==> src/rtl/kpi_pkg.sv <==
package kpi_pkg;
	localparam int KPI_NPINS = 8;
	localparam int KPI_ADDR_W = 4;
	localparam logic [3:0] KPI_OFF_STATUS_CONTROL = 4'h0;
	localparam logic [3:0] KPI_OFF_PIN_ENABLE = 4'h1;
	localparam logic [3:0] KPI_OFF_IRQ_STATUS = 4'h2;
	localparam logic [3:0] KPI_OFF_IRQ_MASK = 4'h3;
	localparam logic [7:0] KPI_RST_STATUS_CONTROL = 8'h00;
	localparam logic [7:0] KPI_RST_PIN_ENABLE = 8'h00;
	localparam logic [1:0] KPI_RST_IRQ = 2'h0;
	localparam int KPI_POS_DETECT_MODE = 0;
	localparam int KPI_POS_IRQ_ENABLE = 1;
	localparam int KPI_POS_ACK = 2;
	localparam int KPI_POS_PENDING = 3;
	localparam int KPI_POS_POLARITY_LO = 4;
	localparam int KPI_POS_EVT_EDGE = 0;
	localparam int KPI_POS_EVT_LEVEL = 1;
	typedef struct packed {
		logic [3:0] edge_polarity_select;
		logic pending_flag;
		logic event_acknowledge;
		logic event_irq_enable;
		logic detect_mode_select;
	} kpi_status_control_t;
	typedef struct packed {
		logic [3:0] addr;
		logic [7:0] wdata;
		logic wr;
		logic rd;
	} kpi_bus_req_t;
endpackage : kpi_pkg

==> src/rtl/kpi_keypad_interrupt_unit.sv <==
// The register addresses and strobed register access were decided locally.
`timescale 1ns/100ps
// Notes on behaviour
// eight pins, each enabled on its own
// pins 7..4 polarity select per bit
// pins 3..0 falling edge or low only
// pending flag bit 3 set on event
// ack write of one clears pending
// edge-level mode: asserted pin keeps pending set
// acknowledge bit is write-only, reads zero
// irq enable bit 1 gates interrupt request
// mode bit: 0 edge, 1 edge-and-level
// pin enable connects pin, else ignored
// edge is deasserted then asserted cycle
// stop mode: async level wake-up
// two-stage synchroniser on every pin
module kpi_keypad_interrupt_unit #(
	parameter int NPINS = kpi_pkg::KPI_NPINS
) (
	input wire logic clk,
	input wire logic rst_b,
	input wire logic clk_en,
	input wire kpi_pkg::kpi_bus_req_t bus_req,
	output logic [7:0] rdata,
	input wire logic [NPINS-1:0] pin_in,
	input wire logic stop_mode,
	output logic wake_req,
	output logic irq_req,
	output logic irq
);
	kpi_pkg::kpi_status_control_t sc_q;
	logic [NPINS-1:0] pin_en_q;
	logic [NPINS-1:0] sync1_q;
	logic [NPINS-1:0] sync2_q;
	logic [NPINS-1:0] prev_q;
	logic [NPINS-1:0] asserted;
	logic [NPINS-1:0] prev_asserted;
	logic [1:0] evt_st_q;
	logic [1:0] evt_msk_q;
	logic edge_evt;
	logic level_hold;
	logic sc_wr;
	logic ack_wr;
	logic pend_d;
	logic [1:0] evt_set;

	assign sc_wr = bus_req.wr && bus_req.addr == kpi_pkg::KPI_OFF_STATUS_CONTROL;
	assign ack_wr = sc_wr && bus_req.wdata[kpi_pkg::KPI_POS_ACK];

	// per pin: asserted level after polarity, masked by enable
	genvar g;
	generate
		for (g = 0; g < NPINS; g++)
		begin : g_pin
			logic pol;
			if (g >= kpi_pkg::KPI_POS_POLARITY_LO)
			begin : g_sel
				assign pol = sc_q.edge_polarity_select[g - kpi_pkg::KPI_POS_POLARITY_LO];
			end
			else
			begin : g_fix
				assign pol = 1'b0;
			end
			assign asserted[g] = pin_en_q[g] && (sync2_q[g] == pol);
			assign prev_asserted[g] = pin_en_q[g] && (prev_q[g] == pol);
		end
	endgenerate

	// edge: seen deasserted last cycle and asserted now
	assign edge_evt = |(asserted & ~prev_asserted);
	assign level_hold = sc_q.detect_mode_select && (|asserted);

	always_ff @(posedge clk)
	begin
		if (!rst_b)
		begin
			sync1_q <= '0;
			sync2_q <= '0;
			prev_q <= '0;
		end
		else if (clk_en)
		begin
			sync1_q <= pin_in;
			sync2_q <= sync1_q;
			prev_q <= sync2_q;
		end
	end

	// set wins over the acknowledge in the same cycle
	always_comb
	begin
		pend_d = sc_q.pending_flag;
		if (ack_wr)
			pend_d = 1'b0;
		if (edge_evt || level_hold)
			pend_d = 1'b1;
	end

	always_ff @(posedge clk)
	begin
		if (!rst_b)
		begin
			sc_q <= kpi_pkg::KPI_RST_STATUS_CONTROL;
			pin_en_q <= '0;
		end
		else if (clk_en)
		begin
			sc_q.pending_flag <= pend_d;
			sc_q.event_acknowledge <= 1'b0;
			if (sc_wr)
			begin
				sc_q.edge_polarity_select <= bus_req.wdata[7:4];
				sc_q.event_irq_enable <= bus_req.wdata[kpi_pkg::KPI_POS_IRQ_ENABLE];
				sc_q.detect_mode_select <= bus_req.wdata[kpi_pkg::KPI_POS_DETECT_MODE];
			end
			if (bus_req.wr && bus_req.addr == kpi_pkg::KPI_OFF_PIN_ENABLE)
				pin_en_q <= bus_req.wdata[NPINS-1:0];
		end
	end

	// sticky event status: edge events and level-held events
	assign evt_set = {level_hold, edge_evt};
	always_ff @(posedge clk)
	begin
		if (!rst_b)
		begin
			evt_st_q <= kpi_pkg::KPI_RST_IRQ;
			evt_msk_q <= kpi_pkg::KPI_RST_IRQ;
			irq <= 1'b0;
		end
		else if (clk_en)
		begin
			if (bus_req.wr && bus_req.addr == kpi_pkg::KPI_OFF_IRQ_STATUS)
				evt_st_q <= (evt_st_q & ~bus_req.wdata[1:0]) | evt_set;
			else
				evt_st_q <= evt_st_q | evt_set;
			if (bus_req.wr && bus_req.addr == kpi_pkg::KPI_OFF_IRQ_MASK)
				evt_msk_q <= bus_req.wdata[1:0];
			irq <= |((evt_st_q | evt_set) & evt_msk_q);
		end
	end

	always_ff @(posedge clk)
	begin
		if (!rst_b)
			irq_req <= 1'b0;
		else if (clk_en)
			irq_req <= pend_d && sc_q.event_irq_enable;
	end

	// in stop the clock may be frozen; wake is a level from the raw pins,
	// registered only so the output is a flop while running
	logic [NPINS-1:0] raw_asserted;
	generate
		for (g = 0; g < NPINS; g++)
		begin : g_raw
			if (g >= kpi_pkg::KPI_POS_POLARITY_LO)
			begin : g_sel
				assign raw_asserted[g] = pin_en_q[g] &&
					(pin_in[g] == sc_q.edge_polarity_select[g - kpi_pkg::KPI_POS_POLARITY_LO]);
			end
			else
			begin : g_fix
				assign raw_asserted[g] = pin_en_q[g] && !pin_in[g];
			end
		end
	endgenerate

	always_ff @(posedge clk)
	begin
		if (!rst_b)
			wake_req <= 1'b0;
		else
			wake_req <= stop_mode && (|raw_asserted);
	end

	always_ff @(posedge clk)
	begin
		if (!rst_b)
			rdata <= 8'h00;
		else if (clk_en && bus_req.rd)
		begin
			case (bus_req.addr)
				kpi_pkg::KPI_OFF_STATUS_CONTROL: rdata <= {sc_q.edge_polarity_select, sc_q.pending_flag, 1'b0,
					sc_q.event_irq_enable, sc_q.detect_mode_select};
				kpi_pkg::KPI_OFF_PIN_ENABLE: rdata <= 8'(pin_en_q);
				kpi_pkg::KPI_OFF_IRQ_STATUS: rdata <= {6'h00, evt_st_q};
				kpi_pkg::KPI_OFF_IRQ_MASK: rdata <= {6'h00, evt_msk_q};
				default: rdata <= 8'h00;
			endcase
		end
		else if (clk_en)
			rdata <= 8'h00;
	end

	property p_edge_sets;
		@(posedge clk) disable iff (!rst_b)
		(clk_en && edge_evt) |=> sc_q.pending_flag;
	endproperty
	a_edge_sets: assert property (p_edge_sets) else $error("edge did not set pending");

	property p_ack_clears;
		@(posedge clk) disable iff (!rst_b)
		(clk_en && ack_wr && !edge_evt && !level_hold) |=> !sc_q.pending_flag;
	endproperty
	a_ack_clears: assert property (p_ack_clears) else $error("ack did not clear pending");

	property p_level_holds;
		@(posedge clk) disable iff (!rst_b)
		(clk_en && sc_q.detect_mode_select && (|asserted)) |=> sc_q.pending_flag;
	endproperty
	a_level_holds: assert property (p_level_holds) else $error("level mode pending dropped");

	property p_ack_reads_zero;
		@(posedge clk) disable iff (!rst_b)
		(clk_en && bus_req.rd && bus_req.addr == kpi_pkg::KPI_OFF_STATUS_CONTROL) |=> !rdata[kpi_pkg::KPI_POS_ACK];
	endproperty
	a_ack_reads_zero: assert property (p_ack_reads_zero) else $error("ack bit read nonzero");

	property p_irq_gate;
		@(posedge clk) disable iff (!rst_b)
		(clk_en && !sc_q.event_irq_enable) |=> !irq_req;
	endproperty
	a_irq_gate: assert property (p_irq_gate) else $error("irq request while disabled");

	property p_disabled_ignored;
		@(posedge clk) disable iff (!rst_b)
		(pin_en_q == '0) |-> !edge_evt && !level_hold;
	endproperty
	a_disabled_ignored: assert property (p_disabled_ignored) else $error("disabled pin raised event");

	property p_low_pins_falling;
		@(posedge clk) disable iff (!rst_b)
		(clk_en && pin_en_q[0] && $fell(sync2_q[0]) && !sc_q.pending_flag) |=> sc_q.pending_flag;
	endproperty
	a_low_pins_falling: assert property (p_low_pins_falling) else $error("pin0 falling missed");

	property p_sync_delay;
		@(posedge clk) disable iff (!rst_b)
		(clk_en && $past(clk_en, 1) && $past(clk_en, 2) && $past(rst_b, 1) && $past(rst_b, 2))
			|-> sync2_q == $past(pin_in, 2);
	endproperty
	a_sync_delay: assert property (p_sync_delay) else $error("synchroniser depth wrong");

	property p_edge_only_mode;
		@(posedge clk) disable iff (!rst_b)
		(clk_en && !sc_q.detect_mode_select && ack_wr && !edge_evt) |=> !sc_q.pending_flag;
	endproperty
	a_edge_only_mode: assert property (p_edge_only_mode) else $error("edge mode ack failed");

	// clk_en low must hold every register; the check skips evt_msk_q, sync1_q and prev_q, and wake_req is left out on purpose
	property p_freeze;
		@(posedge clk) disable iff (!rst_b)
		(!clk_en) |=> $stable(sc_q) && $stable(pin_en_q) && $stable(evt_st_q) && $stable(sync2_q) &&
			$stable(irq) && $stable(irq_req) && $stable(rdata);
	endproperty
	a_freeze: assert property (p_freeze) else $error("state moved while clock enable low");

	property p_rise_pol;
		@(posedge clk) disable iff (!rst_b)
		(clk_en && pin_en_q[4] && sc_q.edge_polarity_select[0] && $rose(sync2_q[4])) |=> sc_q.pending_flag;
	endproperty
	a_rise_pol: assert property (p_rise_pol) else $error("rising edge on pin4 missed");

	property p_irq_follows;
		@(posedge clk) disable iff (!rst_b)
		(clk_en && sc_q.event_irq_enable && sc_q.pending_flag && !ack_wr) |=> irq_req;
	endproperty
	a_irq_follows: assert property (p_irq_follows) else $error("no irq request while pending");

	property p_wake;
		@(posedge clk) disable iff (!rst_b)
		(stop_mode && (|raw_asserted)) |=> wake_req;
	endproperty
	a_wake: assert property (p_wake) else $error("stop mode wake missed");

	property p_pending_read;
		@(posedge clk) disable iff (!rst_b)
		(clk_en && bus_req.rd && bus_req.addr == kpi_pkg::KPI_OFF_STATUS_CONTROL)
			|=> rdata[kpi_pkg::KPI_POS_PENDING] == $past(sc_q.pending_flag);
	endproperty
	a_pending_read: assert property (p_pending_read) else $error("pending bit read wrong");

	// unmapped reads and idle cycles leave the read bus at zero
	property p_unmapped_zero;
		@(posedge clk) disable iff (!rst_b)
		(clk_en && bus_req.rd && bus_req.addr > kpi_pkg::KPI_OFF_IRQ_MASK) |=> rdata == 8'h00;
	endproperty
	a_unmapped_zero: assert property (p_unmapped_zero) else $error("unmapped read nonzero");

	property p_idle_zero;
		@(posedge clk) disable iff (!rst_b)
		(clk_en && !bus_req.rd) |=> rdata == 8'h00;
	endproperty
	a_idle_zero: assert property (p_idle_zero) else $error("read data outside read cycle");

	property p_enable_only;
		@(posedge clk) disable iff (!rst_b)
		(clk_en && !pin_en_q[0] && $fell(sync2_q[0]) && !sc_q.pending_flag && (|(asserted & ~prev_asserted)) == 1'b0
			&& !level_hold) |=> !sc_q.pending_flag;
	endproperty
	a_enable_only: assert property (p_enable_only) else $error("disabled pin0 set pending");

	c_edge: cover property (@(posedge clk) disable iff (!rst_b) edge_evt ##1 sc_q.pending_flag);
	c_freeze: cover property (@(posedge clk) disable iff (!rst_b) !clk_en ##1 clk_en);
	c_ack: cover property (@(posedge clk) disable iff (!rst_b) sc_q.pending_flag ##1 ack_wr ##1 !sc_q.pending_flag);
	c_level: cover property (@(posedge clk) disable iff (!rst_b) level_hold && ack_wr);
	c_irq: cover property (@(posedge clk) disable iff (!rst_b) irq_req ##[1:20] irq);
endmodule : kpi_keypad_interrupt_unit

==> config.mk <==
export PLATFORM = sky130hd
export DESIGN_NAME = kpi_keypad_interrupt_unit
export DESIGN_NICKNAME = d
export VERILOG_FILES = /design/src/rtl/kpi_pkg.sv /design/src/rtl/kpi_keypad_interrupt_unit.sv
export SDC_FILE = /design/constraint.sdc
export NUM_CORES = 1
export LEC_CHECK = 0
export BUFFER_PORTS_ARGS = -buffer_cell sky130_fd_sc_hd__buf_2
export CAP_MARGIN = 5
export CORE_UTILIZATION = 35
export CTS_CLUSTER_SIZE = 20
export DETAILED_ROUTE_END_ITERATION = 10
export PLACE_DENSITY = 0.52
export SETUP_SLACK_MARGIN = 0.3
export SLEW_MARGIN = 5
export SYNTH_ARGS = -nofsm -noshare
export SYNTH_HDL_FRONTEND = slang
export SYNTH_SLANG_ARGS = --single-unit
==> constraint.sdc <==
create_clock -name clk -period 1.6 [get_ports clk]
set_input_delay 0.08 -clock clk [delete_from_list [all_inputs] [get_ports clk]]
set_output_delay 0.08 -clock clk [all_outputs]
set_load 0.02 [all_outputs]
==> results.json <==
{
  "htree_levels": 2,
  "path_max_fanout": 5,
  "via_count": 1973,
  "worst_pin_slew_ns": 0.377,
  "arrival_ns": 1.65,
  "dr.pass1.iters": 4,
  "fin_crit_ns": 1.46,
  "synth.area.top_cells": "dfxtp_1, mux2i_1, nor2b_1, xnor2_1, nand2_1",
  "tns_ns": 0,
  "status": "finished clean",
  "worstSetupEndpointType": "register",
  "slew_headroom_pct": 74.9,
  "fmax_mhz": 685,
  "holdPathStages": 3,
  "max_cap_viol_count": 0,
  "setup_viol_count_final": 0,
  "hold_start": "bus_req[6]",
  "netlist_area_um2": 2520,
  "synth_warnings": 0,
  "num_rows": 30,
  "cts.clk_slew.worst_paths_ns": 0.10,
  "slew_violations": 0,
  "grt_antenna_before_repair": 0,
  "synth-seq-cells": 54,
  "hold_viol_final": 0,
  "cts-root-buf": "clkbuf_8",
  "stdcell_area_um2": 3090,
  "synth_cells": 260,
  "critical-path-top-delay-family": "compound AO/OA/AOI/OAI gates",
  "rsz0062_at_grt": "yes",
  "power_density_nw_per_um2": 786,
  "cts_tree": "done",
  "async_flop_share_pct": 0,
  "numCtsBuffers": 5,
  "num_antenna_cells": 0,
  "grt_max_degree": 23,
  "ant_nets": 0,
  "syn_to_final_growth_pct": 22.4,
  "cp_num_cells": 5,
  "ys_types": 38,
  "start_util_pct": 36.7,
  "critPathBufInv": 0,
  "grt_pass1_wl_mm": 9.87,
  "grt_overflow_total": 0,
  "worstSetupPathType": "reg2reg",
  "final_net_count": 335,
  "drc": 0,
  "critPathCapture": "irq",
  "fp.coreArea_um2": 6870,
  "ys.flop_type": "dfxtp_1",
  "crit_start": "g_pin[7].pol",
  "yosysTopAreaCellShare_pct": 42.9,
  "routedWlPerCell_um": 15.1,
  "dp_hpwl_mm": 4.56,
  "path_cells": "xnor2_1, a222oi_1, nand3_1, o311ai_1, o21ai_1",
  "avgSynthCellArea_um2": 9.70,
  "hold_class": "in2reg",
  "clkLatencyLatePin_ns": 0.31,
  "cp-start-kind": "register",
  "power.leakage_nw": 1.17,
  "cts_buffer_depth": 2,
  "portBuffers": 36,
  "r2r-start": "g_pin[7].pol",
  "cts.sinks": 54,
  "min_period_over_period_pct": 91.3,
  "grt_usage_pct": 17.3,
  "synth_nets": 286,
  "gp_congestion": 0.782,
  "die_x_um": 86.9,
  "synth.yosys.seq_area_share_pct": 42.9,
  "clock_skew_ns": 0.00774,
  "grt_pass1_vias": 1887,
  "reg2reg_slack_ns": 0.14,
  "vdd_ir_drop_max_mv": 0.439,
  "nFillCells": 683,
  "drive_above_1_share_pct": 28.7,
  "synth_edf_count": 0,
  "critPathSlowestCell": "dfxtp_4",
  "wl_mm": 6.13,
  "drt-initial-drc-count": 74,
  "via_per_inst": 4.86,
  "die_h_um": 86.9,
  "reg2reg_to": "irq",
  "worstPathRequired_ns": 1.79,
  "reg2regPathDepth": 5,
  "die-area_um2": 7550,
  "pin_count": 37,
  "synth_top_area_cell": "dfxtp_1",
  "post_dp_cell_area_um2": 2880,
  "max_stage_delay_ns": 0.37
}
==> flip-flops by register name (all words and copies together), names as in the netlist <==
signal / flops
evt_msk_q: 2
evt_st_q: 2
g_pin.pol: 4
irq: 1
irq_req: 1
pin_en_q: 8
prev_q: 8
rdata: 8
sc_q: 3
sync1_q: 8
sync2_q: 8
wake_req: 1
==> per-stage QoR <==
step	hold slack (ns)	utilization (%)	setup slack (ns)	cells	total power, mW
4_1_cts	0.0461	43.8	0.155	403	2.45
5_1_grt	0.0539	44.9	0.0198	406	2.54
3_3_place_gp	0.307	41.9	0.139	393	1.65
2_1_floorplan	0.196	-	0.273	260	1.56
6_report	0.0472	44.9	0.140	406	2.42
3_5_place_dp	0.311	41.9	0.0910	393	1.65
==> cell usage after synthesis, types with 4 or more instances <==
cell type  count
nand4_1        5
xnor2_1        8
nor2b_1       46
a21oi_1        7
nor2_1         9
buf_2          4
nand3_1        6
inv_1          6
nand2_1       15
mux2i_1       43
o22ai_1        4
clkbuf_1       7
o21ai_0        9
a21boi_0       5
dfxtp_1       54
==> power breakdown <==
part           switching, mW  internal [mW]  total, mW
Clock                  0.452          0.349      0.802
Combinational          0.120          0.112      0.232
Sequential            0.0228           1.37       1.39
Total                  0.595           1.83       2.42
==> cell families (layout without fill, tap and decap cells) <==
group	Yosys count	count (layout)	synth area share, %
and+or+nand+nor	96	96	22.1
DFF	54	54	42.9
muxes	45	45	18.9
AOI/OAI and AO/OA	38	38	10.1
buffers and inverters	19	69	3.33
xor gates and xnor gates	8	8	2.78
==> worst min-delay path, cell delays in order <==
cell	delay, ns
buf_2	0.09
mux2i_1	0.06
nor2b_1	0.09
==> area by class of cell <==
class | instances | area (µm²) | area share (%)
multi-input combinational | 187 | 1420 | 46.1
sequential | 54 | 1100 | 35.8
timing repair buffer | 54 | 318 | 10.3
tap | 96 | 120 | 3.89
clock buffer | 6 | 82.6 | 2.68
inverter | 7 | 26.3 | 0.852
clock inverter | 2 | 12.5 | 0.406
==> how the worst min path moves through the flow <==
| stage | to |
|---|---|
| finish | pin_en_q[4] |
| global route | evt_msk_q[1] |
| global placement | wake_req |
| detailed placement | wake_req |
| CTS | evt_msk_q[1] |
| floorplan | wake_req |
==> layer usage <==
| metal | global-route usage [%] | routed length [µm] | vias up |
|---|---|---|---|
| li1 | - | - | 1006 |
| met1 | 24.2 | 3150 | 927 |
| met2 | 26.8 | 2720 | 32 |
| met3 | 3.22 | 163 | 8 |
| met4 | 5.91 | 93 | 0 |
| met5 | 0 | 0 | - |
==> timing repair <==
item	4_1_cts	5_1_grt
setup buffers	1	3
setup endpoints to repair	5	5
endpoints found under the hold margin	1	0
gates resized for setup	7	21
hold buffers	1	0
pin swaps	5	6
==> cell usage in the layout, fill, tap and decap left out, types with 7 or more instances in the layout <==
cell	count
nor2b_1	43
buf_4	17
dfxtp_2	12
buf_2	36
a21oi_1	7
mux2i_1	43
nand2_1	14
xnor2_1	8
nor2_1	9
dfxtp_1	40
(Power assumes the default switching activity.)
